`src/verilog/acs_pkg.sv`:
```
// Purpose: Shared constants and types for the converter sequence control.
// Assumes: One 20 MHz clock, synchronous active-high reset.
// Notes: Contract
// Contract
// - Each sample resolves to 8 bits by successive approximation in eight decisions.
// - Mode bit 0 picks conversion length: 0 is 34, 1 is 67 instruction cycles.
// - Mode bits 1 to 3 select the analog input channel converted.
// - Mode register is 4-bit, write-only, all bits reset to 0.
// - Result is 8-bit read-only, read as low and high digits separately.
// - Reset leaves the result register unchanged.
// - The result holds after completion until the next conversion begins.
// - Writing 1 to the start flag begins a conversion with selected channel, length.
// - On finish the result is loaded, then the start flag clears; here both change on the same clock edge, at the end of the store state.
// - Current-off flag at 1 disconnects ladder current in active and standby.
// - Converter does not operate in stop, watch or subactive modes.
// - In those low-power modes ladder current is cut regardless of the flag.
`default_nettype none
package acs_pkg;
  localparam int          ADDR_W         = 8;
  localparam int          DATA_W         = 4;
  localparam int          RES_W          = 8;
  localparam int          CH_W           = 3;
  localparam int          EV_W           = 2;
  localparam int          CNT_W          = 7;
  // Register map
  localparam logic [7:0]  MODE_OFS       = 8'h16;
  localparam logic [7:0]  RES_LO_OFS     = 8'h17;
  localparam logic [7:0]  RES_HI_OFS     = 8'h18;
  localparam logic [7:0]  START_OFS      = 8'h20;
  localparam logic [7:0]  CUROFF_OFS     = 8'h21;
  localparam logic [7:0]  IRQ_STAT_OFS   = 8'h30;
  localparam logic [7:0]  IRQ_MASK_OFS   = 8'h31;
  // Field layout
  localparam int          MODE_LEN_BIT   = 0;
  localparam int          MODE_CH_LSB    = 1;
  localparam int          FLAG_BIT       = 2;
  localparam int          EV_DONE        = 0;
  localparam int          EV_COLLIDE     = 1;
  // Reset values
  localparam logic [3:0]  MODE_RST       = 4'h0;
  localparam logic [1:0]  IRQ_RST        = 2'h0;
  localparam logic [7:0]  SAR_SEED       = 8'h80;
  // Timing
  localparam int          CLK_PERIOD_NS  = 50;
  localparam int          INSTR_CYCLE_NS = 200;
  localparam int          INSTR_DIV      = (INSTR_CYCLE_NS + CLK_PERIOD_NS - 1) / CLK_PERIOD_NS;
  localparam logic [6:0]  CONV_SHORT     = 7'h22;
  localparam logic [6:0]  CONV_LONG      = 7'h43;
  localparam logic [6:0]  APPROX_LEAD    = 7'h09;
  localparam logic [6:0]  LAST_LEAD      = 7'h01;
  localparam logic [6:0]  CNT_STEP       = 7'h01;

  typedef enum logic [1:0] {
    ACS_IDLE   = 2'b00,
    ACS_SAMPLE = 2'b01,
    ACS_APPROX = 2'b10,
    ACS_STORE  = 2'b11
  } acs_state_e;
endpackage
`default_nettype wire

```
`src/verilog/acs_sar_if.sv`:
```
// Purpose: Carrier between sequencer and approximation register.
// Assumes: Same clock on both ends.
// Notes: Trial code is a flop output of the register side.
`timescale 1ns/10ps
`default_nettype none
interface acs_sar_if;
  logic       clear;
  logic       step;
  logic       cmp;
  logic [7:0] code;
  modport seq (output clear, output step, output cmp, input code);
  modport sar (input clear, input step, input cmp, output code);
endinterface
`default_nettype wire

```
`src/verilog/acs_tick_div.sv`:
```
// Purpose: Instruction-cycle enable pulse from the system clock.
// Assumes: Enable low halts the count, as the oscillator would.
// Notes: Pulse is combinational so a halt drops it at once.
`timescale 1ns/10ps
`default_nettype none
module acs_tick_div
  import acs_pkg::*;
(
  input  wire logic sys_clk_i,
  input  wire logic rst_i,
  input  wire logic en_i,
  output logic      tick_o
);
  logic [2:0] div_reg;
  wire        at_end = (div_reg == 3'(INSTR_DIV - 1));

  always_ff @(posedge sys_clk_i) begin
    if (rst_i || (en_i && at_end)) begin
      div_reg <= 3'h0;
    end else if (en_i) begin
      div_reg <= div_reg + 3'h1;
    end
  end

  assign tick_o = en_i && at_end;
endmodule // acs_tick_div
`default_nettype wire

```
`src/verilog/acs_sar_reg.sv`:
```
// Purpose: Successive approximation register, one decision per step.
// Assumes: Comparator high means input at or above the trial code.
// Notes: One-hot pointer marks the bit under trial.
`timescale 1ns/10ps
`default_nettype none
module acs_sar_reg
  import acs_pkg::*;
(
  input  wire logic sys_clk_i,
  input  wire logic rst_i,
  acs_sar_if.sar    sar
);
  logic [RES_W-1:0] code_reg;
  logic [RES_W-1:0] code_next;
  logic [RES_W-1:0] ptr_reg;
  wire  [RES_W-1:0] ptr_dn = ptr_reg >> 1;

  genvar i;
  for (i = 0; i < RES_W; i++) begin : g_bit
    // Keep or drop the trial bit, raise the next one down
    assign code_next[i] = sar.clear ? SAR_SEED[i] :
                          !sar.step ? code_reg[i] :
                          ptr_reg[i] ? (code_reg[i] & sar.cmp) :
                          ptr_dn[i] ? 1'b1 : code_reg[i];
  end

  always_ff @(posedge sys_clk_i) begin
    if (rst_i) begin
      code_reg <= SAR_SEED;
      ptr_reg  <= SAR_SEED;
    end else begin
      code_reg <= code_next;
      if (sar.clear) begin
        ptr_reg <= SAR_SEED;
      end else if (sar.step) begin
        ptr_reg <= ptr_dn;
      end
    end
  end

  assign sar.code = code_reg;
endmodule // acs_sar_reg
`default_nettype wire

```
`src/verilog/acs_seq_ctrl.sv`:
```
// Purpose: Converter sequence control with register port and interrupt.
// Assumes: Comparator arrives from analog, so it is synchronised.
// Notes: Low-power input comes from on-chip logic on the same clock.
//
// Implementation choice: strobed register access.
`timescale 1ns/10ps
`default_nettype none
module acs_seq_ctrl
  import acs_pkg::*;
(
  input  wire logic              sys_clk_i,
  input  wire logic              rst_i,
  input  wire logic [ADDR_W-1:0] addr_i,
  input  wire logic [DATA_W-1:0] wdata_i,
  input  wire logic              wr_i,
  input  wire logic              rd_i,
  output logic      [DATA_W-1:0] rdata_o,
  input  wire logic              cmp_i,
  input  wire logic              lowpower_i,
  output logic      [CH_W-1:0]   chan_sel_o,
  output logic      [RES_W-1:0]  dac_code_o,
  output logic                   sample_o,
  output logic                   ladder_en_o,
  output logic                   busy_o,
  output logic                   irq_o
);
  acs_sar_if sar_bus();

  // Instruction cycle enable, halted with the oscillator
  logic tick;
  acs_tick_div u_tick (
    .sys_clk_i (sys_clk_i),
    .rst_i     (rst_i),
    .en_i      (!lowpower_i),
    .tick_o    (tick)
  );

  acs_sar_reg u_sar (
    .sys_clk_i (sys_clk_i),
    .rst_i     (rst_i),
    .sar       (sar_bus.sar)
  );

  // Register state
  logic [3:0]       mode_reg;
  logic             start_flag_reg;
  logic             curoff_reg;
  logic [EV_W-1:0]  stat_reg;
  logic [EV_W-1:0]  mask_reg;
  logic [RES_W-1:0] result_reg;
  logic [DATA_W-1:0] rdata_reg;
  logic             irq_reg;
  logic             ladder_reg;

  // Sequencer state
  acs_state_e       state_reg;
  acs_state_e       state_next;
  logic [CNT_W-1:0] cnt_reg;
  logic [CNT_W-1:0] len_reg;
  logic [CH_W-1:0]  chan_reg;
  logic             sample_reg;

  // Comparator synchroniser, first stage read only by the second
  logic             cmp_meta_reg;
  logic             cmp_sync_reg;

  // Address decode
  wire hit_mode   = (addr_i == MODE_OFS);
  wire hit_res_lo = (addr_i == RES_LO_OFS);
  wire hit_res_hi = (addr_i == RES_HI_OFS);
  wire hit_start  = (addr_i == START_OFS);
  wire hit_curoff = (addr_i == CUROFF_OFS);
  wire hit_stat   = (addr_i == IRQ_STAT_OFS);
  wire hit_mask   = (addr_i == IRQ_MASK_OFS);

  wire wr_mode    = wr_i && hit_mode;
  wire wr_start   = wr_i && hit_start;
  wire wr_curoff  = wr_i && hit_curoff;
  wire wr_stat    = wr_i && hit_stat;
  wire wr_mask    = wr_i && hit_mask;

  // A write to the flag mid-conversion is ignored and reported
  wire start_busy = start_flag_reg || (state_reg != ACS_IDLE);
  wire start_set  = wr_start && wdata_i[FLAG_BIT] && !start_busy;
  wire collide    = wr_start && start_busy;

  // Sequencer decode
  wire launch     = (state_reg == ACS_IDLE) && start_flag_reg;
  wire [CNT_W-1:0] len_sel = mode_reg[MODE_LEN_BIT] ? CONV_LONG : CONV_SHORT;
  wire [CNT_W-1:0] approx_at = len_reg - APPROX_LEAD;
  wire [CNT_W-1:0] last_at   = len_reg - LAST_LEAD;
  wire sample_end = (state_reg == ACS_SAMPLE) && tick && (cnt_reg == approx_at);
  wire approx_end = (state_reg == ACS_APPROX) && tick && (cnt_reg == last_at);
  wire store      = (state_reg == ACS_STORE);
  wire counting   = (state_reg == ACS_SAMPLE) || (state_reg == ACS_APPROX);

  // Events and interrupt; set wins over a write-one clear
  wire [EV_W-1:0] events;
  assign events[EV_DONE]    = store;
  assign events[EV_COLLIDE] = collide;
  wire [EV_W-1:0] stat_clr  = wr_stat ? wdata_i[EV_W-1:0] : IRQ_RST;
  wire [EV_W-1:0] stat_next = (stat_reg & ~stat_clr) | events;

  // Ladder current cut by flag or by any low-power mode
  wire ladder_next = !curoff_reg && !lowpower_i;

  // Read mux; write-only and unmapped addresses read zero
  wire [DATA_W-1:0] rd_mux =
    hit_res_lo ? result_reg[DATA_W-1:0] :
    hit_res_hi ? result_reg[RES_W-1:DATA_W] :
    hit_start  ? DATA_W'({start_flag_reg, 2'h0}) :
    hit_curoff ? DATA_W'({curoff_reg, 2'h0}) :
    hit_stat   ? DATA_W'(stat_reg) :
    hit_mask   ? DATA_W'(mask_reg) : 4'h0;

  // SAR handshake
  assign sar_bus.clear = launch;
  assign sar_bus.step  = (state_reg == ACS_APPROX) && tick;
  assign sar_bus.cmp   = cmp_sync_reg;

  always_comb begin
    state_next = state_reg;
    unique case (state_reg)
      ACS_IDLE: begin
        if (launch) begin
          state_next = ACS_SAMPLE;
        end
      end
      ACS_SAMPLE: begin
        if (sample_end) begin
          state_next = ACS_APPROX;
        end
      end
      ACS_APPROX: begin
        if (approx_end) begin
          state_next = ACS_STORE;
        end
      end
      ACS_STORE: begin
        state_next = ACS_IDLE;
      end
    endcase
  end

  always_ff @(posedge sys_clk_i) begin
    if (rst_i) begin
      cmp_meta_reg <= 1'b0;
      cmp_sync_reg <= 1'b0;
    end else begin
      cmp_meta_reg <= cmp_i;
      cmp_sync_reg <= cmp_meta_reg;
    end
  end

  // Mode register
  always_ff @(posedge sys_clk_i) begin
    if (rst_i) begin
      mode_reg <= MODE_RST;
    end else if (wr_mode) begin
      mode_reg <= wdata_i;
    end
  end

  // Start flag: software sets, hardware clears after the store
  always_ff @(posedge sys_clk_i) begin
    if (rst_i) begin
      start_flag_reg <= 1'b0;
    end else if (start_set) begin
      start_flag_reg <= 1'b1;
    end else if (store) begin
      start_flag_reg <= 1'b0;
    end
  end

  always_ff @(posedge sys_clk_i) begin
    if (rst_i) begin
      curoff_reg <= 1'b0;
    end else if (wr_curoff) begin
      curoff_reg <= wdata_i[FLAG_BIT];
    end
  end

  // Sequencer; a halted tick freezes the count in low power
  always_ff @(posedge sys_clk_i) begin
    if (rst_i) begin
      state_reg <= ACS_IDLE;
      cnt_reg   <= '0;
      len_reg   <= CONV_SHORT;
      chan_reg  <= '0;
    end else begin
      state_reg <= state_next;
      if (launch) begin
        cnt_reg  <= '0;
        len_reg  <= len_sel;
        chan_reg <= mode_reg[MODE_CH_LSB +: CH_W];
      end else if (counting && tick) begin
        cnt_reg <= cnt_reg + CNT_STEP;
      end
    end
  end

  // No reset: the last result survives a reset
  always_ff @(posedge sys_clk_i) begin
    if (store) begin
      result_reg <= sar_bus.code;
    end
  end

  always_ff @(posedge sys_clk_i) begin
    if (rst_i) begin
      stat_reg   <= IRQ_RST;
      mask_reg   <= IRQ_RST;
      irq_reg    <= 1'b0;
      rdata_reg  <= '0;
      ladder_reg <= 1'b0;
      sample_reg <= 1'b0;
    end else begin
      stat_reg   <= stat_next;
      if (wr_mask) begin
        mask_reg <= wdata_i[EV_W-1:0];
      end
      irq_reg    <= |(stat_reg & mask_reg);
      rdata_reg  <= rd_i ? rd_mux : 4'h0;
      ladder_reg <= ladder_next;
      sample_reg <= (state_next == ACS_SAMPLE);
    end
  end

  assign rdata_o     = rdata_reg;
  assign chan_sel_o  = chan_reg;
  assign dac_code_o  = sar_bus.code;
  assign sample_o    = sample_reg;
  assign ladder_en_o = ladder_reg;
  assign busy_o      = start_flag_reg;
  assign irq_o       = irq_reg;

  // Helper: instruction ticks seen since launch
  logic [CNT_W-1:0] tick_seen_reg;
  always_ff @(posedge sys_clk_i) begin
    if (rst_i || launch) begin
      tick_seen_reg <= '0;
    end else if (counting && tick) begin
      tick_seen_reg <= tick_seen_reg + CNT_STEP;
    end
  end

  // Helper: decisions made in this conversion
  logic [3:0] steps_reg;
  always_ff @(posedge sys_clk_i) begin
    if (rst_i || launch) begin
      steps_reg <= 4'h0;
    end else if (sar_bus.step) begin
      steps_reg <= steps_reg + 4'h1;
    end
  end
endmodule // acs_seq_ctrl
`default_nettype wire

```
`config.mk`:
```
export PLATFORM = sky130hd
export DESIGN_NAME = acs_seq_ctrl
export DESIGN_NICKNAME = d
export VERILOG_FILES = /design/src/verilog/acs_pkg.sv /design/src/verilog/acs_sar_if.sv /design/src/verilog/acs_tick_div.sv /design/src/verilog/acs_sar_reg.sv /design/src/verilog/acs_seq_ctrl.sv
export SDC_FILE = /design/constraint.sdc
export NUM_CORES = 1
export LEC_CHECK = 0
export BUFFER_PORTS_ARGS = -buffer_cell sky130_fd_sc_hd__buf_4
export CAP_MARGIN = 20
export CORE_MARGIN = 5
export CORE_UTILIZATION = 50
export DETAILED_ROUTE_END_ITERATION = 8
export GPL_ROUTABILITY_DRIVEN = 0
export PLACE_DENSITY = 0.71
export SETUP_SLACK_MARGIN = 0.3
export SLEW_MARGIN = 0
export SYNTH_ARGS = -nofsm -noshare
export SYNTH_HDL_FRONTEND = slang
export SYNTH_SLANG_ARGS = --single-unit
```
`constraint.sdc`:
```
create_clock -name sys_clk_i -period 3.5 [get_ports sys_clk_i]
set_clock_uncertainty 0.15 [all_clocks]
set_input_delay 0 -clock sys_clk_i [delete_from_list [all_inputs] [get_ports sys_clk_i]]
set_output_delay 0 -clock sys_clk_i [all_outputs]
set_load 0.005 [all_outputs]
```
# --- Word-level counts from Yosys, hierarchy flattened ---
# Index checks and enable logic that the tools add are counted.
word_totals:
  reg_bits: 65
  latch_bits: 0
  ramBits: 0
  romBits: 0
  output_inout_bits: 19
  memories: 0
classes:
  add_sub_neg: 4
  n_mul: 0
  n_div: 0
  order_cmp: 0
  eq_ne: 14
  n_shift: 0
  muxes: 28
  n_bitwise: 13
  reduce_logical: 43
op_table:
  columns: ["cell", "n"]
  rows:
  - ["8-bit by 6-bit == test with 1-bit output (second input constant)", 4]
  - ["8-bit by 5-bit == test with 1-bit output (second input constant)", 3]
  - ["2-bit nonzero test", 9]
  - ["1-bit logical AND", 16]
  - ["1-bit two-way mux", 16]
  - ["2-bit AND reduction", 8]
  - ["7-bit == test", 2]
  - ["2-bit two-way mux", 6]
  - ["1-bit AND", 8]
  - ["4-bit two-way mux", 2]
  - ["2-bit one-hot mux with 4 select lines", 1]
  - ["7-bit by 1-bit adder with 7-bit output (second input constant)", 1]
  - ["7-bit two-way mux", 1]
  - ["7-bit by 1-bit subtractor with 7-bit output (second input constant)", 1]
  - ["7-bit by 4-bit subtractor with 7-bit output (second input constant)", 1]
  - ["3-bit two-way mux", 2]
  - ["2-bit OR reduction", 3]
  - ["2-bit AND", 2]
  - ["2-bit by 1-bit == test with 1-bit output (second input constant)", 2]
  - ["2-bit == test (second input constant)", 2]
  - ["3-bit by 1-bit adder with 3-bit output (second input constant)", 1]
  - ["3-bit by 2-bit == test with 1-bit output (second input constant)", 1]
  - ["1-bit zero test", 3]
  - ["1-bit logical OR", 3]
  - ["other kinds (4)", 4]

# --- Longest topological paths before layout ---
depth:
  word_depth: 7
  ltp_mapped: 8
  depth_no_buf: 6

# --- Cells and area by module ---
# Synthesis repeated with hierarchy kept, for this count alone.
hier_totals:
  hier_cells: 265
  hier_area_um2: 2685.1
by_module_without_submodules:
  columns: ["module", "instances", "cells_each", "area_per_inst_um2", "seq_area_each_um2"]
  rows:
  - ["acs_seq_ctrl", 1, 187, 1873.0, 900.9]
  - ["acs_sar_reg", 1, 63, 660.6, 320.3]
  - ["acs_tick_div", 1, 15, 151.4, 60.1]

# --- Worst setup path before layout ---
# No wires, ideal clock.
synth_path:
  kind: "flip-flop to flip-flop"
  from: "register u_tick.div_reg[0]"
  to: "register u_sar.code_reg[2] (netlist: u_sar.sar.code[2])"
  setup_time_ns: 0.128
  arrival_ns: 1.579
  slack_ns: 1.644
  stages_incl_launch_ff: 9
  period_less_slack_ns: 1.856
  path_cell_list: "dfxtp_1 -> ha_1 -> ha_1 -> and3b_1 -> clkbuf_1 -> clkbuf_1 -> a21oi_1 -> a2bb2oi_1 -> nor2_1"
synth_between:
  elab_chain_cells: 4
synth_lines:
  columns: ["element", "line_no", "source"]
  rows:
  - ["start: declaration", "acs_tick_div.sv:14", "logic [2:0] div_reg;"]
  - ["start signal: assignment", "acs_tick_div.sv:21", "div_reg <= div_reg + 3'h1;"]
  - ["3-bit by 2-bit == test with 1-bit output", "acs_tick_div.sv:15", "wire at_end = (div_reg == 3'(INSTR_DIV - 1));"]
  - ["1-bit logical AND", "acs_tick_div.sv:25", "assign tick_o = en_i && at_end;"]
  - ["1-bit logical AND", "acs_seq_ctrl.sv:118", "assign sar_bus.step = (state_reg == ACS_APPROX) && tick;"]
  - ["2-bit AND reduction (no line)", null, null]
  - ["end signal: assignment", "acs_sar_reg.sv:32", "code_reg <= code_next;"]
  - ["end: declaration", "acs_sar_reg.sv:13", "logic [RES_W-1:0] code_reg;"]
# No other way between the ends.
# A chain may end at the register's enable or synchronous reset.

# --- Worst setup path after layout ---
layout_path:
  from: "input port addr_i[5]"
  to: "register mode_reg[3]"
layout_between:
  elab_chain_cells: 2
layout_lines:
  columns: ["element", "line_no", "source"]
  rows:
  - ["start: declaration", "acs_seq_ctrl.sv:13", "input wire logic [ADDR_W-1:0] addr_i,"]
  - ["8-bit by 5-bit == test with 1-bit output", "acs_seq_ctrl.sv:68", "wire hit_mode = (addr_i == MODE_OFS);"]
  - ["1-bit logical AND", "acs_seq_ctrl.sv:76", "wire wr_mode = wr_i && hit_mode;"]
  - ["end signal: assignment", "acs_seq_ctrl.sv:160", "mode_reg <= wdata_i;"]
  - ["end: declaration", "acs_seq_ctrl.sv:45", "logic [3:0] mode_reg;"]
# No other way between the ends.

==> impl_metrics.yaml <==
status:
  outcome: "finished clean"
power:
  p_total_mw: 1.45
  sw_frac_of_total: 0.230
  seqPwrFrac: 0.494
  powerDensity_mw_per_mm2: 431
  combPwrFrac: 0.093
  peakVddDrop_mv: 0.303
  clockPowerShare: 0.413
  p_switching_mw: 0.335
  cell_internal_pwr_mw: 1.12
  p_leak_nw: 1.34
sta:
  period_share: 0.884
  tightest_slew_ps: 800
  clock.fmax_mhz: 323
  rsz0062_at_grt: "false"
  max_slew_margin: 0.467
  finalHoldViolations: 0
  maxSlewViolCount: 0
  fin_crit_ps: 3100
  final-setup-viol-count: 0
  setup_tns_ps: 0
routing:
  dr.pass1.iters: 4
  drtIter0Drc: 67
  ant_nets: 0
  viasPerCell: 5.17
  num_vias: 2103
  route.detailed.drc: 0
  wl_per_cell_um: 13.6
  finalWirelength_um: 5520
floorplanning:
  dieArea_mm2: 0.00671
  core_mm2: 0.00507
  ios: 37
  start_util: 0.510
  die_height_um: 81.9
  row_count: 26
  die_w_um: 81.9
setup_path:
  cp.required_ps: 3570
  cp.arrival_ps: 3160
  crit_chain: "dlygate4sd3_1, buf_4, or4b_1, nor4_4, buf_4, mux2i_1, dlygate4sd3_1, nor2_1, dlygate4sd3_1"
  end_kind: "register"
  crit_buf_inv: 5
  crit_path_start_kind: "input pin"
  crit_path_max_incr_delay_ps: 680
  worstPathMaxFanout: 7
  cpMostUsedCell: "dlygate4sd3_1"
  crit_slowest_cell: "or4b_1"
  crit_type: "input pin to register"
  crit_family: "buffers and inverters"
global_route:
  track_usage: 0.183
  first_global_vias: 2090
  grt_max_degree: 29
  grt-ovfl-total: 0
  grt_pass1_wl_um: 9460
  grt_antenna_before_repair: 0
cts:
  cts_resized: 0
  path_clk_slew_ps: 70
  cts.root.buffer_cell: "clkbuf_8"
  cts_tree: "built"
  cts_max_level: 3
  clockBufferDepth: 2
  clkSinkCount: 60
  cts_made_buffers: 9
  clock_latency_ps: 320
placement:
  dpl.hpwl_um: 3630
  placed_area_mm2: 0.00290
  portBuffers: 36
logic_synthesis:
  ys_ff_latch: 60
  synth_edf_count: 8
  postSynth.asyncResetShare: 0
  synth_area_per_cell_um2: 9.58
  yosysUniqueCellTypes: 46
  yosysWarnings: 0
  synth_ff_type: "dfxtp_1"
  synthCells: 270
  yosysSeqAreaShare: 0.495
  syn_area_mm2: 0.00259
  syn-num-nets: 296
finish:
  final_core_util: 0.663
  antenna_cells: 0
  area_delta_synth_final_pct: 30.1
  design_area_mm2: 0.00337
  nNetsFinal: 358
  drive_gt1_frac: 0.160
min_path:
  hold_path.class: "input pin to register"
job:
  maxCapViolCount: 0
[through the flow]
| stage | instances | worst slack (ps) | hold slack, ps |
|---|---|---|---|
| 2_1_floorplan | 270 | 1640 | -21.8 |
| 3_3_place_gp | 363 | 1380 | 66.0 |
| 3_5_place_dp | 363 | 1290 | 74.3 |
| 4_1_cts | 406 | 394 | 0.398 |
| 5_1_grt | 407 | 314 | 21.9 |
| 6_report | 407 | 405 | 9.61 |
[Yosys cell counts (2+ instances only)]
cell type,n,area share
nand2_1,26,0.038
a22oi_1,4,0.012
and2_1,2,0.0048
o22ai_1,2,0.0048
nand2b_1,6,0.015
xor2_1,7,0.024
nor3_1,4,0.0077
dfxtp_1,52,0.40
a2bb2oi_1,8,0.027
clkbuf_1,10,0.015
o31ai_1,2,0.0058
nor2b_1,7,0.017
ha_1,8,0.039
and3b_1,4,0.014
a21oi_1,28,0.054
nand4b_1,4,0.014
o311a_1,2,0.0077
nor3b_1,2,0.0058
nand3_1,5,0.0097
nor4b_1,2,0.0068
edfxtp_1,8,0.093
buf_1,2,0.0029
nor2_1,32,0.046
inv_1,4,0.0058
and3_1,2,0.0048
mux2i_1,12,0.046
nand4_1,6,0.015
[path summary, 6_finish.rpt]
| path | depth (start not counted) | slack, ps | to | start |
|---|---|---|---|---|
| worst min register to register | 1 | 290 | cmp_sync_reg | cmp_meta_reg |
| worst min-delay path | 5 | 10 | mask_reg[1] | addr_i[7] |
| worst max register to register | 5 | 1280 | u_sar.ptr_reg[7] | state_reg[0] |
| worst max-delay path | 9 | 400 | mode_reg[3] | addr_i[5] |
[cell usage in the layout, fill, tap and decap left out, types with 4 or more instances in the layout]
cell type | netlist | routed
buf_4 | 0 | 37
a21oi_1 | 28 | 28
nand2b_1 | 6 | 6
and3b_1 | 4 | 4
nor2_1 | 32 | 32
ha_1 | 8 | 8
mux2i_1 | 12 | 12
edfxtp_1 | 8 | 8
nand2_1 | 26 | 26
a22oi_1 | 4 | 4
nor2b_1 | 7 | 7
xor2_1 | 7 | 7
clkbuf_8 | 0 | 10
nand4b_1 | 4 | 4
a2bb2oi_1 | 8 | 8
dlygate4sd3_1 | 0 | 27
dfxtp_1 | 52 | 52
nand4_1 | 6 | 6
nand3_1 | 5 | 5
inv_1 | 4 | 4
nor3_1 | 4 | 4
[power groups by stage]
stage	clock, mW	combinational [mW]	sequential [mW]
2_1_floorplan	0	0.0758	0.731
3_3_place_gp	0	0.118	0.732
3_5_place_dp	0	0.118	0.733
4_1_cts	0.619	0.135	0.717
5_1_grt	0.653	0.153	0.719
6_report	0.600	0.135	0.717
[metal layers]
layer  global-route usage  vias up  wire length, um
li1                     -     1089                -
met1                0.222      968             2600
met2                0.309       37             2590
met3               0.0515        9              250
met4               0.0681        0               83
met5                    0        -                0
[area by class of cell]
cell class	instances	area, um2
clock buffers	11	141
clock inverters	5	51.3
fillers	430	1710
inverters	4	15.0
multi-input cells	193	1240
flip-flops and latches	60	1280
well taps	70	87.6
repair buffers	64	548
[cell families (layout without fill, tap and decap cells)]
logic type      after synthesis  count (layout)  synth area share
mux                          12              12            0.0464
xor+xnor                      8               8            0.0271
compound gates               53              53             0.132
buf+inv                      17              84            0.0251
simple gates                112             112             0.236
fa+ha+maj                     8               8            0.0387
flops                        60              60             0.495
[worst min-delay path, delay by kind of cell]
kind | cells | cell delay (ps)
buffers and inverters | 1 | 90
muxes | 1 | 80
and+or+nand+nor | 3 | 270
[timing repair]
| action | in CTS | in global routing |
|---|---|---|
| setup endpoints to repair | 0 | 2 |
| endpoints found under the hold margin | 28 | 0 |
| hold buffers | 27 | 0 |
| buffers inserted | 0 | 1 |
Power figures use the tool's default switching activity.
